<file path="config.mk">
export PLATFORM = sky130hd
export DESIGN_NAME = hdlc_channel_tx_config
export DESIGN_NICKNAME = d
export VERILOG_FILES = /design/src/verilog/hdlc_tx_pkg.sv /design/src/verilog/flag_tick_divider.sv /design/src/verilog/hdlc_channel_tx_config.sv
export VERILOG_INCLUDE_DIRS = /design/src /design/src/verilog
export SDC_FILE = /design/constraint.sdc
export NUM_CORES = 1
export LEC_CHECK = 0
export BUFFER_PORTS_ARGS = -buffer_cell sky130_fd_sc_hd__buf_2
export CAP_MARGIN = 10
export CELL_PAD_IN_SITES_DETAIL_PLACEMENT = 1
export CELL_PAD_IN_SITES_GLOBAL_PLACEMENT = 2
export CORE_MARGIN = 10
export CORE_UTILIZATION = 34
export DETAILED_ROUTE_END_ITERATION = 7
export GPL_ROUTABILITY_DRIVEN = 0
export MAX_ROUTING_LAYER = met4
export PLACE_DENSITY = 0.85
export SYNTH_ARGS = -nofsm -noshare
export SYNTH_HDL_FRONTEND = slang
export SYNTH_SLANG_ARGS = --single-unit
</file>
<file path="constraint.sdc">
create_clock -name pclk -period 2.1 [get_ports pclk]
set_clock_uncertainty 0.05 [all_clocks]
set_input_delay 0.21 -clock pclk [delete_from_list [all_inputs] [get_ports pclk]]
set_output_delay 0.21 -clock pclk [all_outputs]
set_load 0.02 [all_outputs]
</file>
<file path="src/verilog/hdlc_tx_defines.svh">
`ifndef HDLC_TX_DEFINES_SVH
`define HDLC_TX_DEFINES_SVH
// ----------------------------------------
// register byte addresses
// ----------------------------------------
`define ADDR_CHAN_MODE 12'h000
`define ADDR_TX_STATE 12'h004
`define ADDR_TX_CTRL 12'h008
`define ADDR_TX_STATUS 12'h00c
// ----------------------------------------
// channel mode fields (msb-first bit n sits at 15-n)
// ----------------------------------------
`define MODE_HDLC_BIT 15
`define MODE_IDLE_BIT 13
`define MODE_POLL_BIT 8
`define MODE_CRC_BIT 7
`define MODE_NOF_MSB 3
`define MODE_NOF_LSB 0
`define CHAN_MODE_WMASK 16'ha18f
`define CHAN_MODE_RST 16'h0000
// ----------------------------------------
// tx state word high byte (byte bit n sits at 31-n)
// ----------------------------------------
`define TST_ORDER_BIT 28
`define TST_FC_MSB 27
`define TST_FC_LSB 24
`define TST_AT_MSB 26
`define TST_AT_LSB 24
`define TX_STATE_RST 32'h0000_0000
// ----------------------------------------
// control register fields
// ----------------------------------------
`define CTRL_EN_BIT 0
`define CTRL_ATV_BIT 1
// ----------------------------------------
// timing: clock cycles per flag on the line
// ----------------------------------------
`define FLAG_CYCLES 8'h08
`endif

</file>
<file path="src/verilog/hdlc_tx_pkg.sv">
package hdlc_tx_pkg;
  typedef enum {st_idle, st_poll, st_flags, st_frame} tx_fsm_type;
  // qualifiers driven with every transmit-buffer dma cycle
  typedef struct packed {
    logic big_endian;
    logic at_variant;
    logic [3:0] func_code;
    logic [2:0] addr_type;
  } dma_attr_type;
  // framing options for the serial datapath
  typedef struct packed {
    logic hdlc_mode;
    logic crc32_select;
    logic idle_pattern_enable;
  } frame_cfg_type;
endpackage

</file>
<file path="src/verilog/flag_tick_divider.sv">
`timescale 1ns/10ps
`include "hdlc_tx_defines.svh"
module flag_tick_divider (
  input wire logic pclk,
  input wire logic presetn,
  input wire logic run,
  output logic tick
);
  logic [7:0] count;
  logic [7:0] next_count;

  // ----------------------------------------
  // down counter, restarts whenever run drops
  // ----------------------------------------
  always_comb begin
    next_count = count;
    if (!run || count == 8'h00) begin
      next_count = `FLAG_CYCLES - 8'h01;
    end else begin
      next_count = count - 8'h01;
    end
  end

  always_ff @(posedge pclk or negedge presetn) begin
    if (!presetn) begin
      count <= `FLAG_CYCLES - 8'h01;
    end else begin
      count <= next_count;
    end
  end

  // one-cycle enable at the end of each flag period
  assign tick = run && (count == 8'h00);
endmodule // flag_tick_divider

</file>
<file path="src/verilog/hdlc_channel_tx_config.sv">
`timescale 1ns/10ps
`include "hdlc_tx_defines.svh"
// Summary of operation
// - poll bit set: read descriptor ready flag; clear: no polling cycles
// - device clears poll bit on finding a descriptor not ready
// - crc select one in hdlc mode picks 32-bit crc
// - four-bit flag count sets minimum flags before each frame
// - at least one flag before first frame even with count zero
// - byte-order bit: 0 little-endian, 1 big-endian dma
// - function-code variant drives bits 4-7 on dma cycles
// - address-type variant: bit 4 zero, bits 5-7 driven as type
// - mode bit: 0 transparent, 1 hdlc framing with flags and crc
// - without idle mode, send flag count plus one flags per frame
module hdlc_channel_tx_config
  import hdlc_tx_pkg::*;
(
  input wire logic pclk,
  input wire logic presetn,
  input wire logic psel,
  input wire logic penable,
  input wire logic pwrite,
  input wire logic [11:0] paddr,
  input wire logic [31:0] pwdata,
  output logic [31:0] prdata,
  output logic pready,
  output logic pslverr,
  output logic desc_poll_req,
  input wire logic desc_poll_ack,
  input wire logic desc_ready,
  output logic flag_active,
  output logic frame_go,
  input wire logic frame_end,
  output frame_cfg_type frame_cfg,
  output dma_attr_type dma_attr
);
  logic [15:0] chan_mode;
  logic [15:0] next_chan_mode;
  logic [31:0] tx_state;
  logic [31:0] next_tx_state;
  logic tx_en;
  logic next_tx_en;
  logic at_variant;
  logic next_at_variant;
  logic [31:0] next_prdata;
  tx_fsm_type state;
  tx_fsm_type next_state;
  logic [3:0] flags_left;
  logic [3:0] next_flags_left;
  logic flag_tick;
  logic poll_clear;
  logic wr_access;
  logic rd_setup;
  logic mapped;

  // ----------------------------------------
  // apb decode
  // ----------------------------------------
  assign wr_access = psel && penable && pwrite;
  assign rd_setup = psel && !penable && !pwrite;
  assign mapped = (paddr == `ADDR_CHAN_MODE) || (paddr == `ADDR_TX_STATE)
    || (paddr == `ADDR_TX_CTRL) || (paddr == `ADDR_TX_STATUS);
  // zero wait states: read data is captured in the setup cycle
  assign pready = 1'b1;
  assign pslverr = psel && penable && !mapped;

  // ----------------------------------------
  // register file
  // ----------------------------------------
  always_comb begin
    next_chan_mode = chan_mode;
    next_tx_state = tx_state;
    next_tx_en = tx_en;
    next_at_variant = at_variant;
    if (poll_clear) begin
      next_chan_mode[`MODE_POLL_BIT] = 1'b0;
    end
    if (wr_access && paddr == `ADDR_CHAN_MODE) begin
      // poll bit can only be set by software; a set beats a clear
      next_chan_mode = (pwdata[15:0] & `CHAN_MODE_WMASK)
        & ~(16'h0001 << `MODE_POLL_BIT);
      next_chan_mode[`MODE_POLL_BIT] = pwdata[`MODE_POLL_BIT]
        || (chan_mode[`MODE_POLL_BIT] && !poll_clear);
    end
    // working state must not be disturbed while transmitting
    if (wr_access && paddr == `ADDR_TX_STATE && !tx_en) begin
      next_tx_state = pwdata;
    end
    if (wr_access && paddr == `ADDR_TX_CTRL) begin
      next_tx_en = pwdata[`CTRL_EN_BIT];
      next_at_variant = pwdata[`CTRL_ATV_BIT];
    end
  end

  always_ff @(posedge pclk or negedge presetn) begin
    if (!presetn) begin
      chan_mode <= `CHAN_MODE_RST;
      tx_state <= `TX_STATE_RST;
      tx_en <= 1'b0;
      at_variant <= 1'b0;
    end else begin
      chan_mode <= next_chan_mode;
      tx_state <= next_tx_state;
      tx_en <= next_tx_en;
      at_variant <= next_at_variant;
    end
  end

  // ----------------------------------------
  // read data, registered in the setup cycle
  // ----------------------------------------
  always_comb begin
    next_prdata = prdata;
    if (rd_setup) begin
      unique case (paddr)
        `ADDR_CHAN_MODE: next_prdata = {16'h0000, chan_mode};
        `ADDR_TX_STATE: next_prdata = tx_state;
        `ADDR_TX_CTRL: next_prdata = {30'h0000_0000, at_variant, tx_en};
        `ADDR_TX_STATUS: next_prdata = {25'h000_0000, frame_go,
          flag_active, desc_poll_req, flags_left};
        default: next_prdata = 32'h0000_0000;
      endcase
    end
  end

  always_ff @(posedge pclk or negedge presetn) begin
    if (!presetn) begin
      prdata <= 32'h0000_0000;
    end else begin
      prdata <= next_prdata;
    end
  end

  // ----------------------------------------
  // configuration outputs straight from registers
  // ----------------------------------------
  // crc choice only matters when hdlc framing is selected
  assign frame_cfg.hdlc_mode = chan_mode[`MODE_HDLC_BIT];
  assign frame_cfg.crc32_select = chan_mode[`MODE_HDLC_BIT]
    && chan_mode[`MODE_CRC_BIT];
  assign frame_cfg.idle_pattern_enable = chan_mode[`MODE_IDLE_BIT];
  assign dma_attr.big_endian = tx_state[`TST_ORDER_BIT];
  assign dma_attr.at_variant = at_variant;
  assign dma_attr.func_code = tx_state[`TST_FC_MSB:`TST_FC_LSB];
  assign dma_attr.addr_type = tx_state[`TST_AT_MSB:`TST_AT_LSB];

  // ----------------------------------------
  // descriptor polling and opening flags
  // ----------------------------------------
  flag_tick_divider u_div (
    .pclk(pclk),
    .presetn(presetn),
    .run(flag_active),
    .tick(flag_tick)
  );

  assign desc_poll_req = (state == st_poll);
  assign flag_active = (state == st_flags);
  assign frame_go = (state == st_frame);
  assign poll_clear = desc_poll_req && desc_poll_ack && !desc_ready;

  always_comb begin
    next_state = state;
    next_flags_left = flags_left;
    unique case (state)
      st_idle: begin
        if (tx_en && chan_mode[`MODE_POLL_BIT]) begin
          next_state = st_poll;
        end
      end
      st_poll: begin
        if (!tx_en) begin
          next_state = st_idle;
        end else if (desc_poll_ack) begin
          // count plus one flags, so a zero count still gives one
          next_flags_left = chan_mode[`MODE_NOF_MSB:`MODE_NOF_LSB];
          next_state = desc_ready ? st_flags : st_idle;
        end
      end
      st_flags: begin
        if (flag_tick) begin
          if (flags_left == 4'h0) begin
            next_state = st_frame;
          end else begin
            next_flags_left = flags_left - 4'h1;
          end
        end
      end
      st_frame: begin
        if (frame_end) begin
          next_state = chan_mode[`MODE_POLL_BIT] ? st_poll : st_idle;
        end
      end
    endcase
  end

  always_ff @(posedge pclk or negedge presetn) begin
    if (!presetn) begin
      state <= st_idle;
      flags_left <= 4'h0;
    end else begin
      state <= next_state;
      flags_left <= next_flags_left;
    end
  end

  // ----------------------------------------
  // checks
  // ----------------------------------------
  logic [4:0] flags_seen;
  logic [3:0] nof_taken;
  always_ff @(posedge pclk or negedge presetn) begin
    if (!presetn) begin
      flags_seen <= 5'h00;
      nof_taken <= 4'h0;
    end else if (desc_poll_req && desc_poll_ack) begin
      flags_seen <= 5'h00;
      nof_taken <= chan_mode[`MODE_NOF_MSB:`MODE_NOF_LSB];
    end else if (flag_tick) begin
      flags_seen <= flags_seen + 5'h01;
    end
  end
endmodule // hdlc_channel_tx_config

</file>
==> Flow_metrics.wiki, run 1 <==
{| class="wikitable"
! Metric !! Value
|-
| Number of flops mapped to enable cells by yosys || 0
|-
| Global route total overflow || 0
|-
| Post-route antenna net violation count || 0
|-
| Max-cap check violation count || 0
|-
| Most instantiated flip-flop cell in the synthesis netlist || sky130_fd_sc_hd__dfrtp_1
|-
| Layout cell share with drive strength beyond 1 || between 40% and 50%
|-
| Avg Inst Size Synth || 12.9 um^2
|-
| Detailed Route Iter0 Violations || between 200 and 300
|-
| Worst-margin pin slew || 0.528 ns
|-
| Wire length of the first global-routing pass || 17.2 mm
|-
| Maximum net fanout on the critical path || 17
|-
| Largest net degree at the start of global routing || 63
|-
| Cell taking the most area after synthesis || sky130_fd_sc_hd__dfrtp_1
|-
| Root Buffer || sky130_fd_sc_hd__clkbuf_16
|-
| Depth of the critical timing path with buffers and inverters included || 6
|-
| Post-CTS Setup Repair Bufs || 0
|-
| Count of instances resized after the clock tree is built || 0
|-
| Non-filler instance count after layout || approximately 560
|-
| Setup repair after global routing missed its margin || no
|-
| Top area cells in the synthesized netlist || sky130_fd_sc_hd__dfrtp_1, sky130_fd_sc_hd__mux2_4, sky130_fd_sc_hd__a22o_1
|-
| I/O Buffers || 99
|-
| Final Hold Violating Endpoints || 0
|-
| Area after DPL || 4630 um^2
|-
| I/O pin total || 101
|-
| Tightest Hold Check Type || in -> reg
|-
| Initial antenna violation count || 1
|-
| Asr flop ratio synth || 100%
|-
| First drt pass iteration count || 4
|-
| Per-cell routed wire length || 19.5 um
|-
| Fraction of the yosys area taken by sequential cells || 55.3%
|-
| Synth Cell Area || 3990 um^2
|-
| Synth top cells by count || sky130_fd_sc_hd__dfrtp_1, sky130_fd_sc_hd__mux2_4, sky130_fd_sc_hd__nand2_1
|-
| Number of setup violations in the final report || 0
|-
| Timing-limited maximum frequency || 505 MHz
|-
| Total placed cells including tap cells || 537
|-
| Total Routing Usage GR || 13.6%
|-
| Family of cells with the greatest summed delay on the critical path || simple AND/OR/NAND/NOR gates
|-
| Total core area || 11500 um^2
|-
| Layout-stage area growth over the synthesis result || 24.2%
|-
| Horiz. Die Dim || about 130 um
|-
| Post-route cell area || 4950 um^2
|-
| CTS tree || done
|-
| Total negative slack for setup checks || 0 ns
|-
| Clock Latency Late Sink || 0.34 ns
|-
| Net count after synthesis || 363
|-
| Pwr/cell area || 703 nW/um^2
|-
| Synth Register Bits || 88
|-
| DIE HEIGHT || 128 um
|-
| Hold path cells || 2
|-
| Count of distinct cell types in the synthesized netlist || 44
|-
| Initial core utilization || 34.8%
|-
| Post-Synthesis Cells || 308
|-
| Critical path capture point type || flop
|-
| Critical path, cell by cell || buf_2 > nor4_2 > and4b_1 > or4b_2 > buf_12 > mux2_4
|-
| Post-layout minimum cycle time || approximately 2 ns
|-
| Maximum clock path buffer count || 2
|-
| Post-detailed-placement half-perimeter wirelength || 8.20 mm
|-
| TritonCTS Sinks || 88
|-
| Remaining max-slew budget at the tightest pin || roughly 64%
|-
| Crit Path Class || in -> reg
|-
| Slowest CP cell || sky130_fd_sc_hd__or4b_2
|-
| Launching element type of the critical path || input port
|-
| Via count of the first global-routing pass || slightly above 3k
|-
| Status || complete, no violations
|-
| # DRC || 0
|-
| Yosys synthesis warning count || 0
|-
| Worst reg-to-reg path cell count || 6
|-
| Endpoint arrival time on the critical path || ~2.2 ns
|-
| Dominant cell by count in the synthesized netlist || sky130_fd_sc_hd__dfrtp_1
|-
| Net total in the final layout || 462
|-
| Routed Wire Length || ~11 mm
|-
| DR vias/cell || around 5.1
|-
| Clock slew at reported path FFs || 0.07 ns
|-
| WP buf/inv || 2
|-
| Count of H-tree levels built during CTS || 3
|-
| Required time of the critical path || 2.28 ns
|-
| Worst vdd rail ir drop || 0.405 mV
|-
| Number of buffers created by CTS || 9
|-
| Site Rows || 39
|-
| Final slew viol count || 0
|-
| Die area || 16500 um^2
|-
| Static leakage power || 0.00261 uW
|-
| Vias post-DR || 2810
|-
| Tcrit/Tclk final || 94.3%
|-
| Portion of synthesized cell area occupied by the leading cell type || 53.3%
|-
| Delay contributed by the slowest stage of the critical path || 0.69 ns
|}
[worst reg2reg max path, cell delays in order, from the launching register on]
cell and delay, ns:
sky130_fd_sc_hd__dfrtp_1 0.41, sky130_fd_sc_hd__inv_1 0.09, sky130_fd_sc_hd__ha_1 0.21, sky130_fd_sc_hd__nor3b_1 0.34, sky130_fd_sc_hd__o22ai_1 0.22, sky130_fd_sc_hd__and2_1 0.26, sky130_fd_sc_hd__a22o_1 0.21
[routing by layer]
metal  GRT usage [%]  share of wire (%)  up-vias
li1                -                  -     1292
met1            17.3                 46     1431
met2            20.0                 46       79
met3            4.67                7.9        8
met4            3.97               0.90        0
met5               -                  0        -
[per-stage QoR]
stage	utilization (%)	power, uW	hold slack [ns]	setup slack, ns
2_1_floorplan	-	1760	-0.136	0.153
3_3_place_gp	40.3	1870	0.0982	-0.172
3_5_place_dp	40.3	1880	0.111	-0.233
4_1_cts	43.2	3530	0.0356	0.124
5_1_grt	43.2	3610	0.0340	0.0333
6_report	43.2	3480	0.0471	0.119
[final timing paths]
check	startpoint	endpoint	slack (ns)
hold / removal	pwdata[26]	tx_state[26]	0.05
hold reg to reg	prdata[7]	prdata[7]	0.43
max in group asynchronous	presetn	tx_en	1.06
setup reg to reg	flags_left[1]	flags_left[0]	0.19
setup / recovery	paddr[1]	tx_state[25]	0.12
min in group asynchronous	presetn	prdata[16]	0.28
[cell families after synthesis]
family	synth area share, %
adders and majority gates	0.941
buffers and inverters	5.74
muxes	18.0
xor gates and xnor gates	0.879
and+or+nand+nor	9.10
DFF	55.3
AOI/OAI and AO/OA	9.88
other	0.0940
[final cells by class]
class | instances | area [um^2]
clock inverters | 7 | 78.8
diodes | 1 | 2.50
repair buffers | 116 | 681
multi-input cells | 186 | 1560
flip-flops and latches | 88 | 2210
inverters | 6 | 22.5
clock buffers | 9 | 225
well taps | 143 | 179
fillers | 1240 | 6510
[flip-flops by register name, indices dropped and copies added (netlist names), named ones only]
register and cells:
flags_left 4, u_div.count 8, chan_mode 8, state 1, tx_en 1, tx_state 32
at_variant 1, prdata 32
[where the power goes]
part           internal (uW)  total [uW]  switching [uW]
Clock                    933        1640             706
Combinational           58.3         148            89.6
Sequential              1700        1700           0.743
Total                   2690        3480             796
[cell usage in the layout (no fill, tap or decap), drive strengths merged, types with 2 or more instances in the layout]
| cell type | Yosys | routed |
|---|---|---|
| buf | 17 | 114 |
| clkbuf | 11 | 9 |
| o21ai | 11 | 11 |
| and2 | 3 | 3 |
| dfstp | 3 | 3 |
| xor2 | 3 | 3 |
| and3 | 2 | 2 |
| nand2 | 27 | 27 |
| nand3 | 8 | 8 |
| nor2b | 2 | 2 |
| nand3b | 2 | 2 |
| nor4 | 4 | 4 |
| a22o | 23 | 23 |
| a31oi | 3 | 3 |
| nor3b | 2 | 2 |
| clkinvlp | 0 | 3 |
| inv | 5 | 7 |
| mux2 | 41 | 41 |
| dfrtp | 85 | 85 |
| clkinv | 1 | 2 |
| a21oi | 7 | 7 |
| ha | 3 | 3 |
| mux2i | 10 | 10 |
| o22ai | 2 | 2 |
| mux4 | 2 | 2 |
| nand2b | 2 | 2 |
| dlygate4sd3 | 0 | 2 |
| a31o | 2 | 2 |
| o31ai | 5 | 5 |
| nor2 | 12 | 12 |
| or3 | 2 | 2 |
[what timing repair did]
item | in CTS | in global routing
endpoints found under the hold margin | 27 | 0
setup endpoints to repair | 0 | 0
hold buffers | 2 | 0
Note: power is estimated with default switching activity, not from simulation.
==> run 2, diff against run 1 <==
clock period = 1.83 ns   (was 2.1 ns; I/O delays follow)
==> run 2 against run 1 <==
  * Register-to-register slack got worse by 0.06 ns
  * Critical path depth is the same
  * Critical path type unchanged
  * Final cell count grew 1.1%
  * Wire length fell by 0.20%
  * Largest cell class unchanged
  * Power increased by 26%
  * Via count shrank 0.14%
  * Hold slack worse by 0.023 ns
==> Flow_metrics.wiki, run 2 (same netlist as run 1, synthesis figures left out) <==
{| class="wikitable"
! Metric !! Value
|-
| Status || complete, no violations (unchanged)
|-
| Post-route antenna net violation count || 0 (unchanged)
|-
| Site Rows || 39 (unchanged)
|-
| Required time of the critical path || 2.00 ns (was 2.28 ns)
|-
| Post-detailed-placement half-perimeter wirelength || 8.08 mm (was 8.20 mm)
|-
| Initial core utilization || 34.8% (unchanged)
|-
| Remaining max-slew budget at the tightest pin || 62.5% (was 64.5%)
|-
| Finished Core Util || 44.5% (was 43.2%)
|-
| Relative contribution of combinational cells to total power || 4.1% (was 4.2%)
|-
| Per-cell routed wire length || 19.3 um (was 19.5 um)
|-
| Max-cap check violation count || 0 (unchanged)
|-
| Internal cell power || 3530 uW (was 2690 uW)
|-
| Total core area || 11500 um^2 (unchanged)
|-
| Number of setup violations in the final report || 0 (unchanged)
|-
| Portion of total power attributed to sequential cells || 44.4% (was 48.7%)
|-
| I/O Buffers || 99 (unchanged)
|-
| Number of buffers created by CTS || 9 (unchanged)
|-
| Highest metal layer with signal wires || met4 (unchanged)
|-
| Worst vdd rail ir drop || 0.551 mV (was 0.405 mV)
|-
| Die area || 16500 um^2 (unchanged)
|-
| Net total in the final layout || 469 (was 462)
|-
| Largest net degree at the start of global routing || 42 (was 63)
|-
| Count of H-tree levels built during CTS || 3 (unchanged)
|-
| Endpoint arrival time on the critical path || 1.90 ns (was 2.16 ns)
|-
| Routed Wire Length || 10.8 mm (was 10.9 mm)
|-
| Hold slack || 0.0239 ns (was 0.0471 ns)
|-
| Horiz. Die Dim || 128 um (unchanged)
|-
| Launching instance or port of the critical path || paddr[9] (was paddr[1])
|-
| First drt pass iteration count || 4 (unchanged)
|-
| Maximum clock path buffer count || 2 (unchanged)
|-
| Count of antenna diodes in the layout || 0 (was 1)
|-
| Most common cell after layout, fill and taps aside || sky130_fd_sc_hd__buf_2 (unchanged)
|-
| Detailed Route Iter0 Violations || 158 (was 260)
|-
| Reg2reg setup slack || 0.13 ns (was 0.19 ns)
|-
| Reported net switching power || 856 uW (was 796 uW)
|-
| Launching element type of the critical path || input port (unchanged)
|-
| Post-layout minimum cycle time || around 1.7 ns
|-
| Vias post-DR || 2806 (was 2810)
|-
| Layout-stage area growth over the synthesis result || 28.0% (was 24.2%)
|-
| I/O pin total || 101 (unchanged)
|-
| Net switching share of the total power || 19.5% (was 22.9%)
|-
| Pwr/cell area || 859 nW/um^2 (was 703 nW/um^2)
|-
| Crit Path Class || in -> reg (unchanged)
|-
| Final slew viol count || 0 (unchanged)
|-
| Least setup slack across all paths after layout || 0.106 ns (was 0.119 ns)
|-
| Tcrit/Tclk final || a little over nine tenths
|-
| Critical path capture point type || flop (unchanged)
|-
| Tightest Hold Check Type || in -> reg (unchanged)
|-
| Clock slew at reported path FFs || 0.06 ns (was 0.07 ns)
|-
| Static leakage power || 0.00269 uW (was 0.00261 uW)
|-
| Post-layout total power || 4390 uW (was 3480 uW)
|-
| Worst setup slack after placement || -0.437 ns (was -0.233 ns)
|-
| Startpoint of the worst-slack reg-to-reg timing path || flags_left[0] (was flags_left[1])
|-
| Met1 routed wirelength after detailed routing || 4.83 mm (was 4.95 mm)
|-
| Root Buffer || sky130_fd_sc_hd__clkbuf_16 (unchanged)
|-
| Top Registers || prdata: 32 flops, tx_state: 32 flops (unchanged)
|-
| Via count of the first global-routing pass || 3132 (was 3066)
|-
| Highest-count cells in the layout ignoring fill and taps || sky130_fd_sc_hd__buf_2, sky130_fd_sc_hd__dfrtp_1, sky130_fd_sc_hd__mux2_4 (unchanged)
|-
| Post-route cell area || 5100 um^2 (was 4950 um^2)
|-
| Clock Power Share || 51.5% (was 47.0%)
|-
| Worst-margin pin slew || 0.563 ns (was 0.528 ns)
|-
| CTS tree || done (unchanged)
|-
| Total Routing Usage GR || 13.8% (was 13.6%)
|-
| Worst Hold Launch || pwdata[29] (was pwdata[26])
|-
| Met3 Wirelength || 872 um (was 861 um)
|-
| DIE HEIGHT || 128 um (unchanged)
|-
| TritonCTS Sinks || 88 (unchanged)
|-
| Post-CTS Setup Repair Bufs || 0 (unchanged)
|-
| # DRC || 0 (unchanged)
|-
| Final Hold Violating Endpoints || 0 (unchanged)
|-
| DR vias/cell || 4.99 (was 5.05)
|-
| Met2 Wirelength || 5.01 mm (was 4.96 mm)
|-
| Maximum net fanout on the critical path || 15 (was 17)
|-
| Global route total overflow || 0 (unchanged)
|-
| Clock Latency Late Sink || 0.34 ns (about the same)
|-
| Area after DPL || 4670 um^2 (was 4630 um^2)
|-
| Timing-limited maximum frequency || 580 MHz
|-
| Initial antenna violation count || 0 (was 1)
|-
| Layout cell share with drive strength beyond 1 || 46.5% (was 44.7%)
|-
| Wire length of the first global-routing pass || 17.4 mm (was 17.2 mm)
|}
run 2: changes by cell type in the layout (fill, tap and decap cells not counted), moves of 2 or more:
| cell | previous run | this run |
|---|---|---|
| sky130_fd_sc_hd__inv_6 | 2 | 0 |
| sky130_fd_sc_hd__bufinv_16 | 1 | 4 |
| sky130_fd_sc_hd__nor4_4 | 0 | 2 |
| sky130_fd_sc_hd__buf_4 | 12 | 19 |
| sky130_fd_sc_hd__buf_8 | 0 | 2 |
| sky130_fd_sc_hd__buf_12 | 4 | 2 |
run 2: path summary, 6_finish.rpt:
path,to,depth (start not counted)
min in group asynchronous,prdata[12],2
worst max-delay path,tx_state[1],6
worst min-delay path,tx_state[29],2
max in group asynchronous,tx_state[30],3
worst max register to register,flags_left[1],6
worst min register to register,prdata[0],2
run 2: metal layers:
metal | up-vias | track usage, %
li1 | 1300 | -
met1 | 1419 | 16.7
met2 | 79 | 21.1
met3 | 8 | 4.92
met4 | 0 | 4.17
met5 | - | -
run 2: power groups by stage:
stage,Combinational [uW],Sequential (uW),Clock (uW)
floorplan,41.7,1980,0
global placement,178,1980,0
detailed placement,181,1980,0
CTS,186,1950,2300
global route,201,1950,2390
finish,181,1950,2260
run 2: layout make-up:
cell class | instances | area, um^2
clock buffers | 11 | 243
clock inverters | 5 | 128
fillers | 1243 | 6360
inverters | 6 | 26.3
multi-input cells | 186 | 1600
flip-flops and latches | 88 | 2210
well taps | 143 | 179
repair buffers | 123 | 723
run 2: stage by stage:
step	setup TNS [ns]	instances
after global placement	-12.80	544
after detailed placement	-14.01	544
after global routing	-0.00210	562
after CTS	0	562
after floorplan	-1.73	308
final	0	562
run 2: worst max-delay path: stages:
cell and delay, ns:
sky130_fd_sc_hd__buf_2 0.12, sky130_fd_sc_hd__nor4_4 0.30, sky130_fd_sc_hd__and4b_1 0.27, sky130_fd_sc_hd__or4b_4 0.51, sky130_fd_sc_hd__buf_8 0.19, sky130_fd_sc_hd__mux2_4 0.31
run 2: repair_timing:
| action | in CTS | in global routing |
|---|---|---|
| resized for setup | 6 | 4 |
| hold endpoints to repair | 37 | 0 |
| pin swaps | 1 | 0 |
| hold buffers | 2 | 0 |
| setup endpoints to repair | 33 | 5 |
==> run 3, diff against run 2 <==
--- a/constraint.sdc
+++ b/constraint.sdc
@@ -3,3 +3,3 @@
 set_input_delay 0.183 -clock pclk [delete_from_list [all_inputs] [get_ports pclk]]
 set_output_delay 0.183 -clock pclk [all_outputs]
-set_load 0.02 [all_outputs]
+set_load 0.1 [all_outputs]
==> run 3 against run 2 <==
  * Flip-flop and latch count stayed put
  * Core utilization shrank 0.79 points
  * Wire length down 0.61%
  * Clock power shrank 23%
  * Hold slack lost 0.0031 ns
  * First-iteration DRC count shrank 18%
  * Final area is 1.8% lower
  * Non-clock buffer count shrank 1
  * Power fell by 11%
  * Largest cell class unchanged
==> Flow_metrics.wiki, run 3 (same netlist as run 1, synthesis figures left out) <==
{| class="wikitable"
! Metric !! Value
|-
| Status || complete, no violations (unchanged)
|-
| Largest net degree at the start of global routing || 43 (was 42)
|-
| DIE HEIGHT || 128 um (unchanged)
|-
| Post-layout minimum cycle time || 1.75 ns (was 1.72 ns)
|-
| Horiz. Die Dim || 128 um (unchanged)
|-
| Total core area || 11500 um^2 (unchanged)
|-
| Count of antenna diodes in the layout || 0 (unchanged)
|-
| Delay contributed by the slowest stage of the critical path || 0.52 ns (was 0.51 ns)
|-
| Static leakage power || 0.00266 uW (was 0.00269 uW)
|-
| Final Hold Violating Endpoints || 0 (unchanged)
|-
| Clock slew at reported path FFs || 0.07 ns (was 0.06 ns)
|-
| Total Routing Usage GR || 13.6% (was 13.8%)
|-
| First drt pass iteration count || 4 (unchanged)
|-
| Post-detailed-placement half-perimeter wirelength || 8.09 mm (was 8.08 mm)
|-
| Slowest CP cell || sky130_fd_sc_hd__or4b_4 (unchanged)
|-
| Most common cell after layout, fill and taps aside || sky130_fd_sc_hd__buf_2 (unchanged)
|-
| Max-cap check violation count || 0 (unchanged)
|-
| Root Buffer || sky130_fd_sc_hd__clkbuf_16 (unchanged)
|-
| Net total in the final layout || 468 (was 469)
|-
| Routed Wire Length || 10.8 mm (about the same)
|-
| Setup repair after global routing missed its margin || no
|-
| Tightest Hold Check Type || in -> reg (unchanged)
|-
| Multi-input gate area || 1600 um^2 (about the same)
|-
| Initial antenna violation count || 0 (unchanged)
|-
| Count of H-tree levels built during CTS || 3 (unchanged)
|-
| Layout cell share with drive strength beyond 1 || 46.7% (was 46.5%)
|-
| Tcrit/Tclk final || 95.7% (was 94.2%)
|-
| Initial core utilization || 34.8% (unchanged)
|-
| Area occupied by registers || 2210 um^2 (unchanged)
|-
| Launching element type of the critical path || input port (unchanged)
|-
| CTS tree || done (unchanged)
|-
| Clock Latency Late Sink || 0.34 ns (about the same)
|-
| Worst vdd rail ir drop || 0.353 mV (was 0.551 mV)
|-
| I/O pin total || 101 (unchanged)
|-
| Timing-limited maximum frequency || 571 MHz (was 580 MHz)
|-
| Site Rows || 39 (unchanged)
|-
| Filler cell count in the final layout || 1236 (was 1243)
|-
| Crit Path Class || in -> reg (unchanged)
|-
| Wire length of the first global-routing pass || 17.3 mm (was 17.4 mm)
|-
| Maximum net fanout on the critical path || 21 (was 15)
|-
| Non-filler instance count after layout || 561 (was 562)
|-
| Global route total overflow || 0 (unchanged)
|-
| Maximum clock path buffer count || 2 (unchanged)
|-
| Number of buffers created by CTS || 9 (unchanged)
|-
| Die area || 16500 um^2 (unchanged)
|-
| Detailed Route Iter0 Violations || 129 (was 158)
|-
| Post-CTS Setup Repair Bufs || 0 (unchanged)
|-
| WP buf/inv || 2 (unchanged)
|-
| Final slew viol count || 0 (unchanged)
|-
| TritonCTS Sinks || 88 (unchanged)
|-
| Number of setup violations in the final report || 0 (unchanged)
|-
| I/O Buffers || 99 (unchanged)
|-
| Post-route antenna net violation count || 0 (unchanged)
|-
| Total placed cells including tap cells || 543 (was 544)
|-
| Vias post-DR || 2815 (was 2806)
|-
| Via count of the first global-routing pass || 3208 (was 3132)
|-
| Critical path capture point type || flop (unchanged)
|-
| Critical path, cell by cell || buf_2 > nor4_4 > and4b_1 > or4b_4 > buf_12 > mux2_4 (was buf_2 > nor4_4 > and4b_1 > or4b_4 > buf_8 > mux2_4)
|-
| Endpoint arrival time on the critical path || 1.92 ns (was 1.90 ns)
|-
| Required time of the critical path || 2.00 ns (about the same)
|-
| Pwr/cell area || 775 nW/um^2 (was 859 nW/um^2)
|-
| Family of cells with the greatest summed delay on the critical path || simple AND/OR/NAND/NOR gates (unchanged)
|-
| Layout-stage area growth over the synthesis result || 25.8% (was 28.0%)
|-
| DR vias/cell || 5.02 (was 4.99)
|-
| Per-cell routed wire length || 19.2 um (was 19.3 um)
|-
| Top Registers || prdata: 32 flops, tx_state: 32 flops (unchanged)
|-
| Highest-count cells in the layout ignoring fill and taps || sky130_fd_sc_hd__buf_2, sky130_fd_sc_hd__dfrtp_1, sky130_fd_sc_hd__mux2_4 (unchanged)
|-
| # DRC || 0 (unchanged)
|-
| Finished Core Util || 43.7% (was 44.5%)
|}
[run 3: cell count changes in the layout (fill, tap and decap cells not counted), sizes merged]
cell / change
clkbuf: -2
clkinvlp: -2
buf: -1
clkinv: +4
inv: +4
bufinv: -4
[run 3: cell type report]
class	instances	area share [%]
Clock buffer	9	4.49
Clock inverter	7	1.07
Inverter	6	0.549
Multi-Input combinational cell	186	31.8
Sequential cell	88	44.0
Tap cell	143	3.57
Timing Repair Buffer	122	14.5
[run 3: path summary, 6_finish.rpt]
| check | cells past startpoint | slack (ns) | startpoint | endpoint |
|---|---|---|---|---|
| setup / recovery | 6 | 0.08 | paddr[9] | tx_state[10] |
| hold / removal | 2 | 0.02 | pwdata[17] | tx_state[17] |
| setup reg to reg | 5 | 0.16 | u_div.count[0] | flags_left[0] |
| hold reg to reg | 1 | 0.42 | u_div.count[0] | u_div.count[0] |
| max in group asynchronous | 3 | 0.87 | presetn | prdata[15] |
| min in group asynchronous | 2 | 0.27 | presetn | prdata[1] |
[run 3: report_power, final]
| part | switching, uW | internal (uW) | leakage, uW | total (uW) |
|---|---|---|---|---|
| Combinational | 122 | 71.0 | 0.00131 | 193 |
| Clock | 808 | 938 | 0.000141 | 1750 |
| Sequential | 0.858 | 1950 | 0.00121 | 1950 |
| Total | 931 | 2950 | 0.00266 | 3880 |
[run 3: repair_timing]
item	in CTS	in global routing
setup endpoints to repair	32	2
hold endpoints to repair	26	0
hold buffers	2	0
resized for setup	1	2
[run 3: metrics by stage]
| step | instance area, um^2 | total power, uW | hold WS, ns | setup WS (ns) | TNS [ns] |
|---|---|---|---|---|---|
| CTS | 5000 | 3940 | 0.00917 | 0.0413 | 0 |
| floorplan | 4010 | 2040 | -0.163 | -0.0621 | -1.84 |
| global route | 5010 | 4040 | 0.00850 | 0.0225 | 0 |
| finish | 5010 | 3890 | 0.0207 | 0.0784 | 0 |
| global placement | 4700 | 2170 | 0.0963 | -0.404 | -12.72 |
| detailed placement | 4700 | 2180 | 0.0977 | -0.442 | -13.90 |
[run 3: per-layer routing]
layer,track usage [%],vias to the layer above,routed length [um],part of all wire [%]
met3,2.32,13,466,4.3
met4,5.17,0,167,1.5
met1,17.7,1420,5140,48
met5,-,-,0,0
met2,20.6,79,5000,46
li1,-,1303,-,-
